--- src/rtl/can_wake_pkg.sv ---
// constants for the can wake detect and pin logic block
// Function
// - tx low drives dominant, high recessive
// - rx low when dominant, high recessive
// - accept pulses wider 0.5us, narrower 500us
// - rejected pulse clears counter, no wake
// - count accepted pulses, wake at three
// - gap over 500us clears counter
// - wake flag holds until active mode
// - enable input disables bus wake entirely
// - stop mode wake gives 10us low pulse
// - otherwise int low until source cleared
// - only enabled sources assert interrupt (the stop mode wake pulse drives int_n regardless of interrupt_enable_reg)
// - stop wake moves to post-wake hold mode
package can_wake_pkg;
  localparam int unsigned CLK_MHZ         = 125;           // clock rate in MHz
  localparam int unsigned PW_MIN_NS       = 500;           // 0.5 us least width
  localparam int unsigned PW_MAX_US       = 500;           // shortest rejected long width
  localparam int unsigned GAP_MAX_US      = 500;           // longest spacing
  localparam int unsigned INT_PULSE_US    = 10;            // stop mode pulse
  localparam int unsigned PW_MIN_CYC      = (PW_MIN_NS * CLK_MHZ + 999) / 1000;
  localparam int unsigned PW_MAX_CYC      = PW_MAX_US * CLK_MHZ;
  localparam int unsigned GAP_MAX_CYC     = GAP_MAX_US * CLK_MHZ;
  localparam int unsigned INT_PULSE_CYC   = INT_PULSE_US * CLK_MHZ;
  localparam int unsigned WAKE_PULSES     = 3;             // pulses for a wake
  localparam int unsigned CNT_W           = 17;            // timer width
  localparam int unsigned NUM_SRC         = 8;             // interrupt sources
  localparam int unsigned SRC_WAKE        = 0;             // wake source bit
  typedef enum logic [1:0] {
    MODE_OTHER  = 2'b00,
    MODE_STOP   = 2'b01,
    MODE_ACTIVE = 2'b10
  } mode_e;
endpackage : can_wake_pkg

--- src/rtl/can_wake_detect_and_pin_logic.sv ---
// can transceiver pin logic with bus wake qualification
`timescale 1ns/1ns
`default_nettype none
module can_wake_detect_and_pin_logic
  import can_wake_pkg::*;
#(
  parameter int unsigned PW_MAX    = PW_MAX_CYC,    // shortest rejected long width, cycles
  parameter int unsigned GAP_MAX   = GAP_MAX_CYC,   // longest pulse spacing, cycles
  parameter int unsigned INT_PULSE = INT_PULSE_CYC  // stop wake pulse, cycles
) (
  input  wire logic                clk_sys,
  input  wire logic                rst,
  input  wire logic                clk_en,
  input  wire logic                tx_bit,               // from protocol handler
  input  wire logic                bus_dominant,         // main receiver, pin
  input  wire logic                low_power_bus_receiver, // high while bus dominant, pin
  input  wire logic                wake_enable,          // bus wake allowed
  input  wire logic [1:0]          mode_sel,             // mode_e of the chip
  input  wire logic [NUM_SRC-1:0]  interrupt_enable_reg, // source enables
  input  wire logic [NUM_SRC-1:0]  int_src_set,          // other source events, pulses
  input  wire logic [NUM_SRC-1:0]  int_src_clr,          // source clear pulses
  output logic                     drive_dominant,       // bus driver on
  output logic                     rx_bit,
  output logic                     wake_flag,
  output logic                     post_wake_hold,       // hold mode after stop wake
  output logic                     int_n
);

  // clk_en low freezes every flop below, timers included,
  // so widths and gaps are counted in enabled cycles only
  // synchroniser stages
  logic [1:0]          tx_sync;
  logic [1:0]          dom_sync;
  logic [1:0]          lp_sync;
  logic                lp_prev;                 // last synced receiver level
  logic [CNT_W-1:0]    width_cnt;               // current pulse width
  logic [CNT_W-1:0]    gap_cnt;                 // time since last accepted pulse
  logic [1:0]          pulse_cnt;               // accepted pulses
  logic [CNT_W-1:0]    int_pulse_cnt;           // stop mode pulse timer
  logic [NUM_SRC-1:0]  src_pend;                // latched sources
  logic                pulse_end;
  logic                pulse_ok;
  logic                wake_hit;
  logic                in_stop;
  logic                in_active;
  logic [NUM_SRC-1:0]  src_ev;
  logic                pulse_acc;               // accepted pulse ends this cycle
  logic                stop_wake;               // wake taken while stopped

  // combinational decode of pulse end and mode
  assign pulse_end = lp_prev & ~lp_sync[1];
  assign pulse_ok  = (width_cnt >= CNT_W'(PW_MIN_CYC)) && (width_cnt < CNT_W'(PW_MAX));
  assign in_stop   = (mode_sel == MODE_STOP);
  assign in_active = (mode_sel == MODE_ACTIVE);
  assign wake_hit  = wake_enable && pulse_end && pulse_ok
                     && (pulse_cnt == 2'(WAKE_PULSES - 1)) && !in_active;
  assign pulse_acc = pulse_end && pulse_ok;
  assign stop_wake = wake_hit && in_stop;

  // two flop synchronisers for pin inputs
  // reset levels equal the idle pin levels, so no false
  // edge follows reset; only second stages feed logic
  always_ff @(posedge clk_sys) begin
    if (rst) begin
      tx_sync  <= 2'b11;
      dom_sync <= 2'b00;
      lp_sync  <= 2'b00;
      lp_prev  <= 1'b0;
    end else if (clk_en) begin
      tx_sync  <= {tx_sync[0], tx_bit};
      dom_sync <= {dom_sync[0], bus_dominant};
      lp_sync  <= {lp_sync[0], low_power_bus_receiver};
      lp_prev  <= lp_sync[1];
    end
  end

  // bus driver and receive output
  // one flop after the synchroniser, three cycles pin to pin
  always_ff @(posedge clk_sys) begin
    if (rst) begin
      drive_dominant <= 1'b0;
      rx_bit         <= 1'b1;
    end else if (clk_en) begin
      // both pins are levels, no edge logic needed
      drive_dominant <= ~tx_sync[1];
      rx_bit         <= ~dom_sync[1];
    end
  end

  // pulse width measure, saturating
  // saturation keeps an endless dominant stretch rejected
  // instead of wrapping back into the accepted window
  always_ff @(posedge clk_sys) begin
    if (rst) begin
      width_cnt <= '0;
    end else if (clk_en) begin
      if (!lp_sync[1]) begin
        // bus recessive: next width starts from zero
        width_cnt <= '0;
      end else if (width_cnt != '1) begin
        width_cnt <= width_cnt + 1'b1;
      end
    end
  end

  // spacing timer since last accepted pulse
  // idles while no pulse is pending; the next accepted
  // pulse restarts it from zero
  always_ff @(posedge clk_sys) begin
    if (rst) begin
      gap_cnt <= '0;
    end else if (clk_en) begin
      if (pulse_acc) begin
        // accepted pulse: spacing starts again
        gap_cnt <= '0;
      end else if (pulse_cnt != 2'd0 && gap_cnt != '1) begin
        gap_cnt <= gap_cnt + 1'b1;
      end
    end
  end

  // accepted pulse counter
  // priority: disable, reject, accept, timeout; a wake
  // returns the count to zero so a fresh burst is needed
  always_ff @(posedge clk_sys) begin
    if (rst) begin
      pulse_cnt <= 2'd0;
    end else if (clk_en) begin
      if (!wake_enable || in_active) begin
        // wake disabled or bus in use: nothing counts
        pulse_cnt <= 2'd0;
      end else if (pulse_end && !pulse_ok) begin
        // width outside the window: sequence dropped
        pulse_cnt <= 2'd0;
      end else if (pulse_acc) begin
        if (pulse_cnt == 2'(WAKE_PULSES - 1)) begin
          // last pulse of the burst: wake raised
          pulse_cnt <= 2'd0;
        end else begin
          // one more good pulse
          pulse_cnt <= pulse_cnt + 2'd1;
        end
      end else if (pulse_cnt != 2'd0 && gap_cnt >= CNT_W'(GAP_MAX)) begin
        // spacing too long: sequence dropped
        pulse_cnt <= 2'd0;
      end
    end
  end

  // wake flag, held until active mode
  // set wins; wake_hit is already off in active mode
  always_ff @(posedge clk_sys) begin
    if (rst) begin
      wake_flag <= 1'b0;
    end else if (clk_en) begin
      if (wake_hit) begin
        // third good pulse
        wake_flag <= 1'b1;
      end else if (in_active) begin
        // active mode ends the wake cycle
        wake_flag <= 1'b0;
      end
    end
  end

  // post wake hold mode request
  // stays up until the chip is placed in active mode
  always_ff @(posedge clk_sys) begin
    if (rst) begin
      post_wake_hold <= 1'b0;
    end else if (clk_en) begin
      if (stop_wake) begin
        post_wake_hold <= 1'b1;
      end else if (in_active) begin
        // mode sequencing has taken over
        post_wake_hold <= 1'b0;
      end
    end
  end

  // stop mode interrupt pulse timer
  // pin stays low for the load cycle plus INT_PULSE cycles;
  // a new stop wake while running restarts the pulse
  always_ff @(posedge clk_sys) begin
    if (rst) begin
      int_pulse_cnt <= '0;
    end else if (clk_en) begin
      if (stop_wake) begin
        int_pulse_cnt <= CNT_W'(INT_PULSE);
      end else if (int_pulse_cnt != '0) begin
        // count the pulse down to idle
        int_pulse_cnt <= int_pulse_cnt - 1'b1;
      end
    end
  end

  // latched interrupt sources, set beats clear
  // masked events are dropped, not kept for a later enable
  assign src_ev = int_src_set
                  | ((wake_hit && !in_stop) ? NUM_SRC'(1) << SRC_WAKE : '0);
  always_ff @(posedge clk_sys) begin
    if (rst) begin
      src_pend <= '0;
    end else if (clk_en) begin
      src_pend <= (src_pend & ~int_src_clr) | (src_ev & interrupt_enable_reg);
    end
  end

  // interrupt pin, low for pulse or enabled pending source
  // pulse path bypasses the latch so it starts at once
  always_ff @(posedge clk_sys) begin
    if (rst) begin
      int_n <= 1'b1;
    end else if (clk_en) begin
      int_n <= !((int_pulse_cnt != '0)
                 || stop_wake
                 || |(src_pend & interrupt_enable_reg));
    end
  end

endmodule : can_wake_detect_and_pin_logic
`default_nettype wire

--- config.mk ---
export PLATFORM = sky130hd
export DESIGN_NAME = can_wake_detect_and_pin_logic
export DESIGN_NICKNAME = d
export VERILOG_FILES = /design/src/rtl/can_wake_pkg.sv /design/src/rtl/can_wake_detect_and_pin_logic.sv
export SDC_FILE = /design/constraint.sdc
export NUM_CORES = 1
export LEC_CHECK = 0
export ABC_AREA = 1
export BUFFER_PORTS_ARGS = -buffer_cell sky130_fd_sc_hd__clkbuf_2
export CAP_MARGIN = 30
export CORE_MARGIN = 1.5
export CORE_UTILIZATION = 45
export CTS_CLUSTER_SIZE = 16
export DETAILED_ROUTE_END_ITERATION = 8
export PLACE_DENSITY = 0.66
export SKIP_CTS_REPAIR_TIMING = 1
export SLEW_MARGIN = 10
export SYNTH_ARGS = -nofsm -noshare
export SYNTH_HDL_FRONTEND = slang
export SYNTH_SLANG_ARGS = --single-unit
--- constraint.sdc ---
create_clock -name clk_sys -period 2.2 [get_ports clk_sys]
set_input_delay 0.44 -clock clk_sys [delete_from_list [all_inputs] [get_ports clk_sys]]
set_output_delay 0.44 -clock clk_sys [all_outputs]
set_load 0.03 [all_outputs]
==> reports/results.tsv, run 1 <==
metric	value	unit
CP max stage cell	dfxtp_2	
critical path arrival	2340	ps
Peak VDD IR	0.3348	mV
Worst-Skew Late Latency	350	ps
Final Hold Viols	0	
crit path to	gap_cnt[11]	
overall routing resource usage	0.1973	
Syn Area/Cell	6.632	µm²
Critical Path Max Stage Delay	360	ps
P per Cell Area	633.2	nW/µm²
Vias/cell	5.069	
dpl hpwl	6527	µm
Root Buffer	clkbuf_8	
drt drc	0	
die width	96.65	µm
first-pass GRT wire length	15490	µm
synth warn	0	
CP Data Required Time	2420	ps
dpl cells	737	
Routed Antenna Nets	0	
post-synth net total	634	
sequential fraction of the synthesis area	0.3703	
most common cell after layout, fill and taps aside	nand2_1	
Critical Path Source Type	register	
Initial Utilization	0.4731	
final hold slack	306.7	ps
cell area after synthesis	3946	µm²
Area Growth Syn to Fin	19.63	%
depth of the most critical reg-to-reg path	12	
R2R Setup Slk	80	ps
Mapped Cells	595	
Routed WL	9369	µm
Slew HR	0.7062	
Reg-to-Reg Start	gap_cnt[1]	
PortBufs	37	
Synth Flop Type	dfxtp_1	
skew final	9.837	ps
drt wl/cell	12.34	µm
Final GP Congestion	0.8370	
initial DRC count	165	
initial antenna violation count	0	
r2r endpoint	gap_cnt[11]	
CP Capture Type	register	
Via Count	3847	
period utilisation layout	0.9649	
Netlist cell types	35	
run status	complete, no violations	
n_diodes	0	
final net count	688	
pin count of the biggest net entering global routing	47	
Finished Layout Cells	759	
Pleak	2.035	nW
die area	9340	µm²
core area	8341	µm²
commonest cells after routing, fill and taps aside	nand2_1, nor2_1, dfxtp_1	
Final setup viols	0	
depth of the worst hold-timing path	3	
IO Pins	38	
ratio of cells with drive above 1 in the final layout	0.1789	
maximum clock rate	471.1	MHz
Clock Pin Slew Worst Setup and Hold Paths	80	ps
crit path cell chain	ha_4 > nand3_2 > nor3_2 > nand2_1 > nor3_2 > ha_2 > nor3_2 > inv_2 > o21ai_4 > buf_2 > nand3_1 > a21oi_1	
worst hold path type	input port to register	
Die H	96.65	µm
critical path type	register to register	
CTS max path bufs	2	
crit path from	gap_cnt[1]	
Worst Tran Pin Value	440.8	ps
row cnt	33	
router iterations before antenna repair	4	
GRT overflow	0	
fin crit period	2123	ps
Post-synth EDFFs	0	
Most Frequent Cell on Critical Path	nor3_2	
post-synthesis register bit count	73	
CTS H-tree lvls	3	
Post-synth ARST share	0	
CTS tree	yes	
maxcap violations	0	
Final Max Slew Viols	0	
CP max FO	6	
Inserted Clock Buffers	9	
clock tree sinks	73	
vias in the first global route	3464	
cell type report:
| cell class | instances | area (µm²) |
|---|---|---|
| clock inverter | 6 | 82.58 |
| timing repair buffer | 61 | 374.1 |
| tap | 105 | 131.4 |
| inverter | 69 | 262.8 |
| clock buffer | 10 | 127.6 |
| sequential | 73 | 1466 |
| fill | 802 | 3620 |
| multi-input combinational | 434 | 2268 |
| timing repair inverter | 1 | 7.507 |
Yosys cell counts, types with 2 or more instances:
master,n,area [µm²]
o221ai_1,2,17.52
buf_6,3,33.78
nor3_1,18,90.09
xnor2_1,6,52.55
nand3b_1,9,67.56
xor2_1,18,157.7
a21oi_1,57,285.3
dfxtp_1,73,1461
nand2_1,134,503.0
a211oi_1,2,15.01
o21ai_0,13,65.06
nor2_1,94,352.8
buf_2,4,20.02
clkbuf_1,10,37.54
inv_2,2,7.510
inv_1,67,251.5
nand4_1,15,93.84
nand3_1,44,220.2
nor4_1,3,18.77
ha_1,6,75.07
worst max-delay path: cells and delay by family, from the launching register on:
kind	cells	cell delay, ps
flip-flops	1	360
AND/OR/NAND/NOR	6	820
AO/OA/AOI/OAI	2	170
buffers and inverters	2	290
adder cells (fa/ha/maj)	2	350
worst min-delay path by stage:
stage | from | end | slack [ps]
finish | tx_bit | tx_sync[0] | 310
global route | tx_bit | tx_sync[0] | 310
CTS | tx_bit | tx_sync[0] | 300
detailed placement | tx_sync[1] | drive_dominant | 430
global placement | dom_sync[1] | rx_bit | 410
floorplan | dom_sync[1] | rx_bit | 410
where the power goes:
group | internal [mW] | switching (mW)
sequential | 1.37 | 0.0460
clock | 0.633 | 0.512
combinational | 0.172 | 0.251
logic make-up (layout without fill, tap and decap cells):
logic type | Yosys count | count (layout) | synth area share
buffers and inverters | 88 | 147 | 0.09163
AOI/OAI and AO/OA | 80 | 80 | 0.1088
and+or+nand+nor | 324 | 324 | 0.3570
adders and majority gates | 6 | 6 | 0.01902
DFF | 73 | 73 | 0.3703
xor gates and xnor gates | 24 | 24 | 0.05327
sequential cells by signal, summed over array words and instances, names as in the netlist:
name,cells
gap_cnt,17
lp_prev,1
post_wake_hold,1
wake_flag,1
pulse_cnt,2
tx_sync,2
dom_sync,2
lp_sync,2
src_pend,8
rx_bit,1
width_cnt,17
int_pulse_cnt,17
int_n,1
drive_dominant,1
routing by layer:
| metal | wire [µm] | vias to the layer above | track usage |
|---|---|---|---|
| li1 | - | 2029 | - |
| met1 | 4587 | 1718 | 0.2652 |
| met2 | 4225 | 87 | 0.3174 |
| met3 | 397 | 13 | 0.03107 |
| met4 | 159 | 0 | 0.07804 |
| met5 | 0 | - | 0 |
through the flow:
stage               power (mW)  area (µm²)  setup slack (ps)    util  TNS (ps)
floorplan                1.758        3946             19.71       -         0
global placement         1.856        4303             55.19  0.5159         0
detailed placement       1.868        4303            -90.88  0.5159    -523.5
CTS                      3.005        4513            -125.0  0.5411    -938.4
global route             3.138        4721            -66.91  0.5660    -513.9
finish                   2.989        4721             77.22  0.5660         0
(Power assumes the default switching activity.)
==> run 2, diff against run 1 <==
ABC_AREA = unset   (was 1)
PLACE_DENSITY = unset   (was 0.66)
clock period = 2.3 ns   (was 2.2 ns; I/O delays follow)
==> reports/results.tsv, run 2 <==
metric	value	unit	change
run status	complete, no violations		unchanged
most frequent cell after synthesis	dfxtp_1		was nand2_1
Post-synth ARST share	0		unchanged
WP buf/inv	0		was 2
first-pass GRT wire length	15320	µm	was 15490 µm
skew final	10.29	ps	was 9.837 ps
Fillers	764		was 802
period utilisation layout	0.9971		was 0.9649
die area	8468	µm²	was 9340 µm²
P per Cell Area	884.1	nW/µm²	was 633.2 nW/µm²
n_diodes	0		unchanged
IO Pins	38		unchanged
initial antenna violation count	0		unchanged
post-synthesis register bit count	73		unchanged
Root Buffer	clkbuf_8		unchanged
Synth Flop Type	dfxtp_1		unchanged
Switching Fraction	0.3626		was 0.2707
sequential fraction of the synthesis area	0.4098		was 0.3703
PortBufs	37		unchanged
most common cell after layout, fill and taps aside	dfxtp_1		was nand2_1
Final Max Slew Viols	0		unchanged
Post-synth EDFFs	0		unchanged
maximum clock rate	436.1	MHz	was 471.1 MHz
register share of total power	0.378		was 0.475
drt drc	0		unchanged
critical path arrival	2580	ps	was 2340 ps
Netlist cell types	50		was 35
portion of netlist area occupied by mux cells	0.02281		was 0
NetSw	1.469	mW	was 0.8091 mW
CP Data Required Time	2590	ps	was 2420 ps
Finished Core Util	0.5964		was 0.5660
initial DRC count	155		was 165
CTS max path bufs	2		unchanged
Routed Antenna Nets	0		unchanged
CP max FO	3		was 6
Vias/cell	5.600		was 5.069
cell internal pwr	2.583	mW	was 2.180 mW
RSZ-0062 raised after global routing	yes		
Most Frequent Cell on Critical Path	or4_1		was nor3_2
Area Growth Syn to Fin	28.56	%	was 19.63%
core area	7687	µm²	was 8341 µm²
CTS H-tree lvls	3		unchanged
dpl hpwl	6518	µm	was 6527 µm
overall routing resource usage	0.2255		was 0.1973
die width	92.02	µm	was 96.65 µm
Synth Area in Simple Gates	0.2835		was 0.3570
Die H	92.02	µm	was 96.65 µm
Syn Area/Cell	8.123	µm²	was 6.632 µm²
Critical Path Source Type	register		unchanged
Synth Area in Compound Gates	0.1895		was 0.1088
Synth area leaders	dfxtp_1, nor2_1, a21oi_1		was dfxtp_1, nand2_1, nor2_1
fin crit period	2293	ps	was 2123 ps
CP Capture Type	register		unchanged
Peak VDD IR	0.8959	mV	was 0.3348 mV
critical path type	register to register		unchanged
Final setup viols	0		unchanged
final net count	570		was 688
Routed WL	9315	µm	was 9369 µm
Mapped Cells	439		was 595
GRT overflow	0		unchanged
vias in the first global route	3388		was 3464
drt wl/cell	14.60	µm	was 12.34 µm
final hold slack	340.6	ps	was 306.7 ps
post-synth top area share	0.4098		was 0.3703
area leader, netlist	dfxtp_1		unchanged
Pleak	1.808	nW	was 2.035 nW
maxcap violations	0		unchanged
router iterations before antenna repair	4		unchanged
Inserted Clock Buffers	9		unchanged
pin count of the biggest net entering global routing	33		was 47
Reg area	1464	µm²	was 1466 µm²
post-synth net total	478		was 634
crit path cell chain	or4_4 > or3_4 > or4_1 > or4_1 > a31oi_1		was ha_4 > nand3_2 > nor3_2 > nand2_1 > nor3_2 > ha_2 > nor3_2 > inv_2 > o21ai_4 > buf_2 > nand3_1 > a21oi_1
biggest regs	gap_cnt: 17 flops, int_pulse_cnt: 17 flops, width_cnt: 17 flops		unchanged
row cnt	32		was 33
synth warn	0		unchanged
Critical Path Max Stage Delay	530	ps	was 360 ps
ratio of cells with drive above 1 in the final layout	0.2537		was 0.1789
Slew HR	0.7062		about the same
clock tree sinks	73		unchanged
adder-cell share of the synthesized area	0.02105		was 0.01902
commonest cells after routing, fill and taps aside	dfxtp_1, buf_4, nor2_1		was nand2_1, nor2_1, dfxtp_1
largest family of logic cells by synthesized area	simple AND/OR/NAND/NOR gates		unchanged
area taken by multi-input logic gates	2061	µm²	was 2268 µm²
worst hold path type	input port to register		unchanged
combinational power share	0.395		was 0.142
Clock Pin Slew Worst Setup and Hold Paths	80	ps	about the same
Synth top cells by count	dfxtp_1, nor2_1, nand2_1, a21oi_1, o21ai_0		was nand2_1, nor2_1, dfxtp_1, inv_1, a21oi_1
Initial Utilization	0.4639		was 0.4731
Worst-Skew Late Latency	350	ps	about the same
cell area after synthesis	3566	µm²	was 3946 µm²
CTS tree	yes		unchanged
Final Hold Viols	0		unchanged
Clock Power Share	0.227		was 0.383
Via Count	3573		was 3847
Worst Tran Pin Value	435.0	ps	was 440.8 ps
CP max stage cell	or4_4		was dfxtp_2
Final GP Congestion	0.8560		was 0.8370
Post-Synth XOR/XNOR Area	0.03684		was 0.05327
Worst path top cell family by delay	simple AND/OR/NAND/NOR gates		unchanged
-- run 2: cell families (layout without fill, tap and decap cells) --
family | after synthesis | count (layout)
compound gates | 106 | 106
xor+xnor | 15 | 15
fa+ha+maj | 6 | 6
buf+inv | 34 | 131
flops | 73 | 73
mux | 8 | 8
simple gates | 197 | 197
-- run 2: layer usage --
metal,track usage,vias to the layer above,share of wire
met5,0,-,0
met4,0.09359,0,0.021
met3,0.03980,17,0.044
met2,0.3679,82,0.46
met1,0.2935,1679,0.47
li1,-,1795,-
-- run 2: worst paths after layout --
check / start / endpoint / slack, ps / cells past startpoint
max: int_pulse_cnt[8] / int_pulse_cnt[12] / 7 / 5
min: tx_bit / tx_sync[0] / 340 / 3
max reg2reg: int_pulse_cnt[8] / int_pulse_cnt[12] / 7 / 5
min reg2reg: int_pulse_cnt[16] / int_pulse_cnt[16] / 440 / 2
-- run 2: power groups by stage --
stage / sequential [mW] / clock, mW / combinational, mW
after global routing: 1.55 / 0.997 / 1.75
after floorplan: 1.53 / 0 / 1.01
after CTS: 1.52 / 0.946 / 1.52
final: 1.53 / 0.920 / 1.60
after global placement: 1.54 / 0 / 1.47
after detailed placement: 1.55 / 0 / 1.51
-- run 2: layout make-up --
type / count / area share
timing repair buffer: 98 / 0.1507
multi-input combinational: 332 / 0.4495
clock inverter: 7 / 0.01174
inverter: 17 / 0.01392
clock buffer: 9 / 0.02702
tap: 102 / 0.02784
sequential: 73 / 0.3193
-- run 2: stage by stage --
stage | setup slack, ps | std cells | cell area, µm² | setup TNS, ps | power [mW]
after floorplan | -5.401 | 439 | 3597 | -5.401 | 2.539
after global placement | 43.70 | 618 | 4277 | 0 | 3.019
after detailed placement | -8.558 | 618 | 4277 | -17.00 | 3.055
after CTS | -41.10 | 634 | 4454 | -90.34 | 3.986
after global routing | -71.24 | 638 | 4584 | -303.4 | 4.296
final | 6.744 | 638 | 4584 | 0 | 4.053
-- run 2: worst min-delay path, cell delays in order --
cell,delay (ps)
clkbuf_2,80
mux2i_1,60
nand2_1,70
